--- src/rtl/gbs_pkg.sv ---
// package for the gyro bias and self-test register bank
package gbs_pkg;

    localparam int          GBS_AW = 7;
    localparam int          GBS_DW = 8;

    // =========================================================
    // register offsets
    localparam logic [6:0] GBS_GYRO_X_ST  = 7'h00;
    localparam logic [6:0] GBS_GYRO_Y_ST  = 7'h01;
    localparam logic [6:0] GBS_GYRO_Z_ST  = 7'h02;
    localparam logic [6:0] GBS_ACCEL_X_ST = 7'h0d;
    localparam logic [6:0] GBS_ACCEL_Y_ST = 7'h0e;
    localparam logic [6:0] GBS_ACCEL_Z_ST = 7'h0f;
    localparam logic [6:0] GBS_GX_BIAS_H  = 7'h13;
    localparam logic [6:0] GBS_GX_BIAS_L  = 7'h14;
    localparam logic [6:0] GBS_GY_BIAS_H  = 7'h15;
    localparam logic [6:0] GBS_GY_BIAS_L  = 7'h16;
    localparam logic [6:0] GBS_GZ_BIAS_H  = 7'h17;
    localparam logic [6:0] GBS_GZ_BIAS_L  = 7'h18;

    // =========================================================
    // reset values and saturation limits
    localparam logic [7:0]  GBS_ZERO_BYTE = 8'h00;
    localparam logic [15:0] GBS_ZERO_WORD = 16'h0000;
    localparam logic [15:0] GBS_SAT_MAX   = 16'h7fff;
    localparam logic [15:0] GBS_SAT_MIN   = 16'h8000;

    // =========================================================
    // carriers
    typedef struct packed {
        logic        wr;
        logic        rd;
        logic [6:0]  addr;
        logic [7:0]  wdata;
    } gbs_req_t;

    typedef struct packed {
        logic        valid;
        logic [15:0] x;
        logic [15:0] y;
        logic [15:0] z;
    } gbs_sample_t;

endpackage

--- src/rtl/gbs_regs.sv ---
// gyro bias-offset and self-test reference register bank
// =============================================================
// Notes on behaviour
// - three gyro self-test bytes at 00-02
// - three accel self-test bytes at 0d-0f
// - stored codes come from factory, loaded unchanged
// - x bias high 13, low 14
// - y bias high 15, low 16
// - z bias high byte at 17
// - z bias low byte at 18
// - bias added to raw sample before output
// - self-test bytes reset to factory values
// - bias registers reset to zero
`timescale 1ns/1ps
`default_nettype none

module gbs_regs #(
    parameter logic [7:0] GYRO_X_ST_INIT  = 8'h00,
    parameter logic [7:0] GYRO_Y_ST_INIT  = 8'h00,
    parameter logic [7:0] GYRO_Z_ST_INIT  = 8'h00,
    parameter logic [7:0] ACCEL_X_ST_INIT = 8'h00,
    parameter logic [7:0] ACCEL_Y_ST_INIT = 8'h00,
    parameter logic [7:0] ACCEL_Z_ST_INIT = 8'h00
) (
    input  wire logic                clk_in,
    input  wire logic                sys_rst_in,
    input  wire gbs_pkg::gbs_req_t   req_in,
    input  wire gbs_pkg::gbs_sample_t raw_in,
    output var  logic [7:0]          rdata_out,
    output var  logic                rvalid_out,
    output var  gbs_pkg::gbs_sample_t gyro_out
);
    import gbs_pkg::*;

    // =========================================================
    // address decode, one hit per register
    wire [6:0] addr_w      = req_in.addr;
    wire       hit_gx_st_w = (addr_w == GBS_GYRO_X_ST);
    wire       hit_gy_st_w = (addr_w == GBS_GYRO_Y_ST);
    wire       hit_gz_st_w = (addr_w == GBS_GYRO_Z_ST);
    wire       hit_ax_st_w = (addr_w == GBS_ACCEL_X_ST);
    wire       hit_ay_st_w = (addr_w == GBS_ACCEL_Y_ST);
    wire       hit_az_st_w = (addr_w == GBS_ACCEL_Z_ST);
    wire       hit_gx_bh_w = (addr_w == GBS_GX_BIAS_H);
    wire       hit_gx_bl_w = (addr_w == GBS_GX_BIAS_L);
    wire       hit_gy_bh_w = (addr_w == GBS_GY_BIAS_H);
    wire       hit_gy_bl_w = (addr_w == GBS_GY_BIAS_L);
    wire       hit_gz_bh_w = (addr_w == GBS_GZ_BIAS_H);
    wire       hit_gz_bl_w = (addr_w == GBS_GZ_BIAS_L);

    // =========================================================
    // write strobes, unmapped writes fall through
    wire       wr_w       = req_in.wr;
    wire       we_gx_st_w = wr_w && hit_gx_st_w;
    wire       we_gy_st_w = wr_w && hit_gy_st_w;
    wire       we_gz_st_w = wr_w && hit_gz_st_w;
    wire       we_ax_st_w = wr_w && hit_ax_st_w;
    wire       we_ay_st_w = wr_w && hit_ay_st_w;
    wire       we_az_st_w = wr_w && hit_az_st_w;
    wire       we_gx_bh_w = wr_w && hit_gx_bh_w;
    wire       we_gx_bl_w = wr_w && hit_gx_bl_w;
    wire       we_gy_bh_w = wr_w && hit_gy_bh_w;
    wire       we_gy_bl_w = wr_w && hit_gy_bl_w;
    wire       we_gz_bh_w = wr_w && hit_gz_bh_w;
    wire       we_gz_bl_w = wr_w && hit_gz_bl_w;

    // =========================================================
    // self-test references, factory values at reset
    wire [7:0] gx_st_w;
    wire [7:0] gy_st_w;
    wire [7:0] gz_st_w;
    wire [7:0] ax_st_w;
    wire [7:0] ay_st_w;
    wire [7:0] az_st_w;

    gbs_byte_reg #(
        .RST_VAL    (GYRO_X_ST_INIT)
    ) u_gx_st (
        .clk_in     (clk_in),
        .sys_rst_in (sys_rst_in),
        .wr_en_in   (we_gx_st_w),
        .wdata_in   (req_in.wdata),
        .q_out      (gx_st_w)
    );
    gbs_byte_reg #(
        .RST_VAL    (GYRO_Y_ST_INIT)
    ) u_gy_st (
        .clk_in     (clk_in),
        .sys_rst_in (sys_rst_in),
        .wr_en_in   (we_gy_st_w),
        .wdata_in   (req_in.wdata),
        .q_out      (gy_st_w)
    );
    gbs_byte_reg #(
        .RST_VAL    (GYRO_Z_ST_INIT)
    ) u_gz_st (
        .clk_in     (clk_in),
        .sys_rst_in (sys_rst_in),
        .wr_en_in   (we_gz_st_w),
        .wdata_in   (req_in.wdata),
        .q_out      (gz_st_w)
    );
    gbs_byte_reg #(
        .RST_VAL    (ACCEL_X_ST_INIT)
    ) u_ax_st (
        .clk_in     (clk_in),
        .sys_rst_in (sys_rst_in),
        .wr_en_in   (we_ax_st_w),
        .wdata_in   (req_in.wdata),
        .q_out      (ax_st_w)
    );
    gbs_byte_reg #(
        .RST_VAL    (ACCEL_Y_ST_INIT)
    ) u_ay_st (
        .clk_in     (clk_in),
        .sys_rst_in (sys_rst_in),
        .wr_en_in   (we_ay_st_w),
        .wdata_in   (req_in.wdata),
        .q_out      (ay_st_w)
    );
    gbs_byte_reg #(
        .RST_VAL    (ACCEL_Z_ST_INIT)
    ) u_az_st (
        .clk_in     (clk_in),
        .sys_rst_in (sys_rst_in),
        .wr_en_in   (we_az_st_w),
        .wdata_in   (req_in.wdata),
        .q_out      (az_st_w)
    );

    // =========================================================
    // bias offset bytes, zero at reset
    wire [7:0] gx_bh_w;
    wire [7:0] gx_bl_w;
    wire [7:0] gy_bh_w;
    wire [7:0] gy_bl_w;
    wire [7:0] gz_bh_w;
    wire [7:0] gz_bl_w;

    gbs_byte_reg #(
        .RST_VAL    (GBS_ZERO_BYTE)
    ) u_gx_bh (
        .clk_in     (clk_in),
        .sys_rst_in (sys_rst_in),
        .wr_en_in   (we_gx_bh_w),
        .wdata_in   (req_in.wdata),
        .q_out      (gx_bh_w)
    );
    gbs_byte_reg #(
        .RST_VAL    (GBS_ZERO_BYTE)
    ) u_gx_bl (
        .clk_in     (clk_in),
        .sys_rst_in (sys_rst_in),
        .wr_en_in   (we_gx_bl_w),
        .wdata_in   (req_in.wdata),
        .q_out      (gx_bl_w)
    );
    gbs_byte_reg #(
        .RST_VAL    (GBS_ZERO_BYTE)
    ) u_gy_bh (
        .clk_in     (clk_in),
        .sys_rst_in (sys_rst_in),
        .wr_en_in   (we_gy_bh_w),
        .wdata_in   (req_in.wdata),
        .q_out      (gy_bh_w)
    );
    gbs_byte_reg #(
        .RST_VAL    (GBS_ZERO_BYTE)
    ) u_gy_bl (
        .clk_in     (clk_in),
        .sys_rst_in (sys_rst_in),
        .wr_en_in   (we_gy_bl_w),
        .wdata_in   (req_in.wdata),
        .q_out      (gy_bl_w)
    );
    gbs_byte_reg #(
        .RST_VAL    (GBS_ZERO_BYTE)
    ) u_gz_bh (
        .clk_in     (clk_in),
        .sys_rst_in (sys_rst_in),
        .wr_en_in   (we_gz_bh_w),
        .wdata_in   (req_in.wdata),
        .q_out      (gz_bh_w)
    );
    gbs_byte_reg #(
        .RST_VAL    (GBS_ZERO_BYTE)
    ) u_gz_bl (
        .clk_in     (clk_in),
        .sys_rst_in (sys_rst_in),
        .wr_en_in   (we_gz_bl_w),
        .wdata_in   (req_in.wdata),
        .q_out      (gz_bl_w)
    );

    // bytes are independent, no shadow copy of the other half
    wire [15:0] gyro_x_bias_value = {gx_bh_w, gx_bl_w};
    wire [15:0] gyro_y_bias_value = {gy_bh_w, gy_bl_w};
    wire [15:0] gyro_z_bias_value = {gz_bh_w, gz_bl_w};

    // =========================================================
    // read select, unmapped reads give zero
    wire [7:0] rd_w =
        ({8{hit_gx_st_w}} & gx_st_w) |
        ({8{hit_gy_st_w}} & gy_st_w) |
        ({8{hit_gz_st_w}} & gz_st_w) |
        ({8{hit_ax_st_w}} & ax_st_w) |
        ({8{hit_ay_st_w}} & ay_st_w) |
        ({8{hit_az_st_w}} & az_st_w) |
        ({8{hit_gx_bh_w}} & gx_bh_w) |
        ({8{hit_gx_bl_w}} & gx_bl_w) |
        ({8{hit_gy_bh_w}} & gy_bh_w) |
        ({8{hit_gy_bl_w}} & gy_bl_w) |
        ({8{hit_gz_bh_w}} & gz_bh_w) |
        ({8{hit_gz_bl_w}} & gz_bl_w);

    // =========================================================
    // read port
    always_ff @(posedge clk_in) begin
        if (sys_rst_in) begin
            rdata_out  <= GBS_ZERO_BYTE;
            rvalid_out <= 1'b0;
        end else begin
            rvalid_out <= req_in.rd;
            if (req_in.rd) begin
                rdata_out <= rd_w;
            end
        end
    end

    // =========================================================
    // biased, saturated sample path
    wire [15:0] sum_x_w;
    wire [15:0] sum_y_w;
    wire [15:0] sum_z_w;

    gbs_sat_add u_sum_x (
        .raw_in     (raw_in.x),
        .bias_in    (gyro_x_bias_value),
        .sum_out    (sum_x_w)
    );
    gbs_sat_add u_sum_y (
        .raw_in     (raw_in.y),
        .bias_in    (gyro_y_bias_value),
        .sum_out    (sum_y_w)
    );
    gbs_sat_add u_sum_z (
        .raw_in     (raw_in.z),
        .bias_in    (gyro_z_bias_value),
        .sum_out    (sum_z_w)
    );

    // =========================================================
    // output sample register
    always_ff @(posedge clk_in) begin
        if (sys_rst_in) begin
            gyro_out <= '0;
        end else begin
            gyro_out.valid <= raw_in.valid;
            if (raw_in.valid) begin
                gyro_out.x <= sum_x_w;
                gyro_out.y <= sum_y_w;
                gyro_out.z <= sum_z_w;
            end
        end
    end

endmodule

// =============================================================
// one read/write byte with its own reset value
module gbs_byte_reg #(
    parameter logic [7:0] RST_VAL = 8'h00
) (
    input  wire logic       clk_in,
    input  wire logic       sys_rst_in,
    input  wire logic       wr_en_in,
    input  wire logic [7:0] wdata_in,
    output var  logic [7:0] q_out
);
    import gbs_pkg::*;

    logic [7:0] q_reg;
    logic [7:0] q_next;

    assign q_next = wr_en_in ? wdata_in : q_reg;

    always_ff @(posedge clk_in) begin
        if (sys_rst_in) begin
            q_reg <= RST_VAL;
        end else begin
            q_reg <= q_next;
        end
    end

    assign q_out = q_reg;
endmodule

// =============================================================
// signed add of one axis, clamped instead of wrapped
module gbs_sat_add (
    input  wire logic [15:0] raw_in,
    input  wire logic [15:0] bias_in,
    output var  logic [15:0] sum_out
);
    import gbs_pkg::*;

    // a wrap would flip the sign of a large rate
    wire [16:0] wide_w = {raw_in[15], raw_in} + {bias_in[15], bias_in};
    wire        ovf_w  = (wide_w[16] != wide_w[15]);
    wire [15:0] sat_w  = wide_w[16] ? GBS_SAT_MIN : GBS_SAT_MAX;

    assign sum_out = ovf_w ? sat_w : wide_w[15:0];
endmodule

`default_nettype wire

--- config.mk ---
export PLATFORM = sky130hd
export DESIGN_NAME = gbs_regs
export DESIGN_NICKNAME = d
export VERILOG_FILES = /design/src/rtl/gbs_pkg.sv /design/src/rtl/gbs_regs.sv
export SDC_FILE = /design/constraint.sdc
export NUM_CORES = 1
export LEC_CHECK = 0
export ABC_AREA = 0
export ABC_CLOCK_PERIOD_IN_PS = 4700
export BUFFER_PORTS_ARGS = -buffer_cell sky130_fd_sc_hd__buf_4
export CORE_ASPECT_RATIO = 1.75
export CORE_MARGIN = 2
export CORE_UTILIZATION = 39
export DETAILED_ROUTE_END_ITERATION = 12
export PLACE_DENSITY = 0.55
export SLEW_MARGIN = 30
export SYNTH_ARGS = -nofsm -noshare
export SYNTH_HDL_FRONTEND = slang
export SYNTH_HIERARCHICAL = 1
export SYNTH_SLANG_ARGS = --single-unit
--- constraint.sdc ---
create_clock -name clk_in -period 4.7 [get_ports clk_in]
set_input_delay 0.235 -clock clk_in [delete_from_list [all_inputs] [get_ports clk_in]]
set_output_delay 0.235 -clock clk_in [all_outputs]
set_load 0.005 [all_outputs]
# [Word level (Yosys, flattened, before mapping)]
# Cells that the tools add are included.
[word_totals] register_bits=154 latchBits=0 ramBits=0 mem_bits_ro=0 inputBits=68 output_inout_bits=58 word_cells=77 mem_count=0
[op_classes] n_addsub=3 mul=0 div=0 order_cmp=0 n_eq_ne=14 n_shift=0 mux=6 n_bitwise=23 reduce_logical=13
[op_table] cell="$and 8x8->8" n=12
[op_table] cell="$mux 16" n=6
[op_table] cell="$or 8x8->8" n=11
[op_table] cell="$add 16x16->17" n=3
[op_table] cell="$eq 7x5->1 const B" n=6
[op_table] cell="$eq 7x4->1 const B" n=3
[op_table] cell="$logic_and 1x1->1" n=12
[op_table] cell="$eq 7x1->1 const B" n=1
[op_table] cell="$eq 7x2->1 const B" n=1
[op_table] cell="$logic_not 7->1" n=1
[op_table] cell="$ne 1x1->1" n=3

# [Depth between registers and ports, before layout]
[logic_depth] ltp_word=13 mapped_depth=13

# [By module]
# Netlist, hierarchy kept.
[modules_own_cells] mod="gbs_byte_reg" instances=12 cells_per_inst=26 area_per_inst_um2=285.3 seq_area_each_um2=160.2
[modules_own_cells] mod="gbs_sat_add" instances=3 cells_per_inst=150 area_per_inst_um2=1139.8 seq_area_each_um2=0.0
[modules_own_cells] mod="gbs_regs" instances=1 cells_per_inst=322 area_per_inst_um2=2974.1 seq_area_each_um2=1161.1

# [Least setup slack after synthesis]
# No wires, ideal clock.
[synth_timing] path_type="register -> register" startpoint="reg u_gx_bl.q_reg[0] (netlist: u_gx_bl/q_out[0])" endpoint="reg gyro_out[33] (netlist name)" setup_ns=0.065 arrival_time_ns=2.380 required_time_ns=4.635 setup_slack_ns=2.255 path_stages_with_launch=14 cell_sequence="dfxtp_1 ha_1 inv_1 fa_1 nor2b_4 o31ai_2 a21oi_2 o2111ai_1 and3_1 buf_6 mux2i_4 maj3_2 mux2i_1 nor2_1"
[synth_via] elab_chain_len=3 word_cells_on_any_way=4 classes_between="1 x add/sub; 1 x eq/ne; 2 x mux"
[synth_rtl] element="start: declaration" line_no="gbs_regs.sv:282" rtl="logic [7:0] q_reg;"
[synth_rtl] element="start signal: assignment" line_no="gbs_regs.sv:291" rtl="q_reg <= q_next;"
[synth_rtl] element="$add 16x16->17 *" line_no="gbs_regs.sv:308" rtl="wire [16:0] wide_w = {raw_in[15], raw_in} + {bias_in[15], bias_in};"
[synth_rtl] element="$mux 16 or $ne 1x1->1 (tied branches)" line_no="gbs_regs.sv:310, gbs_regs.sv:309"
[synth_rtl] element="$mux 16 *" line_no="gbs_regs.sv:312" rtl="assign sum_out = ovf_w ? sat_w : wide_w[15:0];"
[synth_rtl] element="net sum_x_w[1]" line_no="gbs_regs.sv:232" rtl="wire [15:0] sum_x_w;"
[synth_rtl] element="end: declaration" line_no="gbs_regs.sv:31" rtl="output var gbs_pkg::gbs_sample_t gyro_out"
# The timed path passes the listed nets; every way through them passes the cells marked *.
# A chain may end at the register's enable or synchronous reset.

# [Worst setup path in the final report]
[layout_timing] startpoint="reg u_gz_bl.q_reg[0] (netlist: u_gz_bl/q_out[0])" endpoint="reg gyro_out[1] (netlist name)"
[layout_via] elab_chain_len=3 word_cells_on_any_way=4 classes_between="1 x add/sub; 1 x eq/ne; 2 x mux"
[layout_rtl] element="start: declaration" line_no="gbs_regs.sv:282"
[layout_rtl] element="start signal: assignment" line_no="gbs_regs.sv:291"
[layout_rtl] element="$add 16x16->17 *" line_no="gbs_regs.sv:308"
[layout_rtl] element="$mux 16 or $ne 1x1->1 (tied branches)" line_no="gbs_regs.sv:310, gbs_regs.sv:309"
[layout_rtl] element="$mux 16 *" line_no="gbs_regs.sv:312"
[layout_rtl] element="net sum_z_w[1]" line_no="gbs_regs.sv:234" rtl="wire [15:0] sum_z_w;"
# Marks and branches as above.

==> flow_summary.ini <==
[run_status]
status = completed

[clock_tree]
cts_root_buffer = clkbuf_16
cts_setup_buffers = 0
tritoncts = yes
clockBufferDepth = 2
cts_num_sinks = 154
cts-htree-levels = 4
cts_resized = 0
clock_latency_ns = 0.44
cts_buffers = 17
cts.reportedPaths.clkPinSlew_ns = 0.06
cts_hold_buf = 0

[synthesis]
ys_ff_latch = 154
synth.distinct_cells = 63
yosysMostFrequentCell = nor2_1
synth.largest_area_cell = dfxtp_1
synth_flop_cell = dfxtp_1
postSynthAreaPerCell_um2 = 9.06
synth_area_mm2 = 0.00982
synthTopCellsByArea = dfxtp_1, mux2i_1, nor2_1
seq_area_frac_synth_pct = 31.4
synthCells = 1084
yosysWarningCount = 6
synth_nets = 1203
synth_edf_count = 0
synth-async-reset-ratio_pct = 0
synth_top_area_share_pct = 31.4
netlist_top_cells_count = nor2_1, mux2i_1, dfxtp_1

[sta]
rsz0062_at_grt = no
tightest_slew_ns = 0.961
post-route-min-period_ns = 2.92
setup_viol = 0
finalCritPeriodShare_pct = 62.0
drv_slew = 0
final.setup.tns_ns = 0
maxSlewHeadroom_pct = 35.7
clock_skew_ns = 0.00767
max_freq_mhz = 343
timing.final.hold_violations = 0

[routing]
drc = 0
vias = 8200
drt_pass1_iterations = 7
routed_wl_mm = 28.6
initialDrtViolationCount = 380
wl_per_cell_um = 19.3
via_per_inst = 5.52
ant_nets = 0

[worst_setup_path]
cp.arrival_ns = 3.29
start_kind = register
required_ns = 5.08
worstSetupPathType = reg -> reg
slowest_delay_ns = 0.45
crit_chain = ha_1, inv_1, fa_1, nor2b_4, o31ai_2, a21oi_2, o2111ai_1, and3_1, mux2i_4, maj3_2, mux2i_1, nor2_1
crit_path_top_delay_cell = dfxtp_1
critPathTopFamily = adder cells
worst-path-buf-inv = 1
worstPathMaxFanout = 9
worst_setup_path_end_kind = register

[global_routing]
grt_max_degree = 65
grt_pass1_wl_mm = 43.8
use_met2_pct = 42.0
grt_antenna_before_repair = 0
top_usage_layer = met2
first_global_vias = 7912
grt_overflow = 0
use_met1_pct = 23.2
gr-usage-all-layers_pct = 21.8
grt_use_met3_pct = 2.87

[power_and_ir_drop]
p_sw_uw = 821
clock_power_share_pct = 45.6
p_leak_nw = 4.48
ir_worst_vdd_v = 0.000228
swShare_pct = 25.1
share_comb_of_total_power_pct = 12.7
pwr-share-seq_pct = 41.7
power_density_mw_per_mm2 = 288
intPower_mw = 2.44

[die]
core_area_mm2 = 0.0247
top_level_ports = 126
die_width_um = 124
fp.dieH_um = 214
start_util_pct = 39.7
rows = 76
dieArea_mm2 = 0.0265

[flow_run]
maxCapViolCount = 0

[placed_design]
hpwl_mm = 21.5
portBuffers = 125
dp_cells = 1454
place.gp.congestion = 0.885

[cells_and_area]
final_util_pct = 45.8
stdcell_count = 1486
syn_to_final_growth_pct = 15.3
fillerInstances = 2488
final_layout_size_suffix_gt1_share_pct = 17.8
nets = 1280
antenna_cells = 0

[min_path]
hold_class = in -> reg
==> cells by family (layout without fill, tap and decap cells) <==
family	after synthesis	after routing	synth area share [%]
AND/OR/NAND/NOR	298	298	13.9
AO/OA/AOI/OAI	262	262	18.2
multiplexers	161	161	17.2
flip-flops	154	154	31.4
buffers and inverters	92	182	5.74
adder cells (fa/ha/maj)	75	75	9.25
XOR/XNOR	42	42	4.32
==> routing by layer <==
layer / share of wire, % / up-vias / routed length [µm]
met5: 0 / - / 0
met4: 2.9 / 0 / 821
met3: 3.2 / 41 / 908
met2: 56 / 186 / 15900
met1: 38 / 3902 / 11000
li1: - / 4071 / -
==> final cells by class <==
type                       instances  area, µm²  area share (%)
clock buffer                      20        457            4.03
sequential                       154       3080            27.2
tap                              312        390            3.45
clock inverter                    12        171            1.51
inverter                          22       82.6           0.730
multi-input combinational        838       6170            54.5
timing repair buffer             128        961            8.49
==> cells in the final DEF (no fill, tap or decap), drive strengths merged, types with 6 or more instances in the layout <==
master,instances
a21oi,86
o21bai,15
mux2i,158
nand2,41
nor2,189
and3,9
ha,48
a22oi,20
a211oi,10
xnor2,33
maj3,24
o32a,18
nand3,13
nor3,15
xor2,9
nor2b,7
buf,128
a21o,15
inv,22
dfxtp,154
o21a,6
a311oi,8
clkbuf,20
o21ai,51
==> worst paths after layout <==
| check | slack, ns | from | to | cells past startpoint |
|---|---|---|---|---|
| worst max-delay path | 1.78 | u_gz_bl/q_out[0] | gyro_out[1] | 12 |
| worst min-delay path | 0.18 | req_in[15] | rvalid_out | 2 |
| worst max register to register | 1.78 | u_gz_bl/q_out[0] | gyro_out[1] | 12 |
| worst min register to register | 0.49 | u_gx_st/q_out[2] | u_gx_st/q_out[2] | 2 |
==> sequential cells by signal, summed over array words and instances, names as in the netlist <==
register and cells:
u_gz_bh/q_out 8, u_ay_st/q_out 8, u_az_st/q_out 8, u_ax_st/q_out 8, gyro_out 49, u_gy_bh/q_out 8, u_gy_st/q_out 8, u_gx_bh/q_out 8
rvalid_out 1, u_gx_st/q_out 8, u_gz_st/q_out 8, u_gz_bl/q_out 8, u_gx_bl/q_out 8, u_gy_bl/q_out 8, rdata_out 8
==> power groups by stage <==
| stage | Combinational [mW] | Clock (mW) | Sequential (mW) |
|---|---|---|---|
| 2_1_floorplan | 0.240 | 0 | 1.39 |
| 3_3_place_gp | 0.416 | 0 | 1.39 |
| 3_5_place_dp | 0.419 | 0 | 1.39 |
| 4_1_cts | 0.420 | 1.53 | 1.36 |
| 5_1_grt | 0.455 | 1.57 | 1.36 |
| 6_report | 0.416 | 1.49 | 1.36 |
==> through the flow <==
stage | setup slack, ns | power, mW | area (µm²) | hold slack (ns)
2_1_floorplan | 2.25 | 1.63 | 9820 | 0.382
3_3_place_gp | 1.80 | 1.81 | 10700 | 0.467
3_5_place_dp | 1.77 | 1.81 | 10700 | 0.482
4_1_cts | 1.73 | 3.31 | 11300 | 0.162
5_1_grt | 1.57 | 3.39 | 11300 | 0.181
6_report | 1.78 | 3.26 | 11300 | 0.178
No activity file was read; power rests on OpenSTA's default activity.
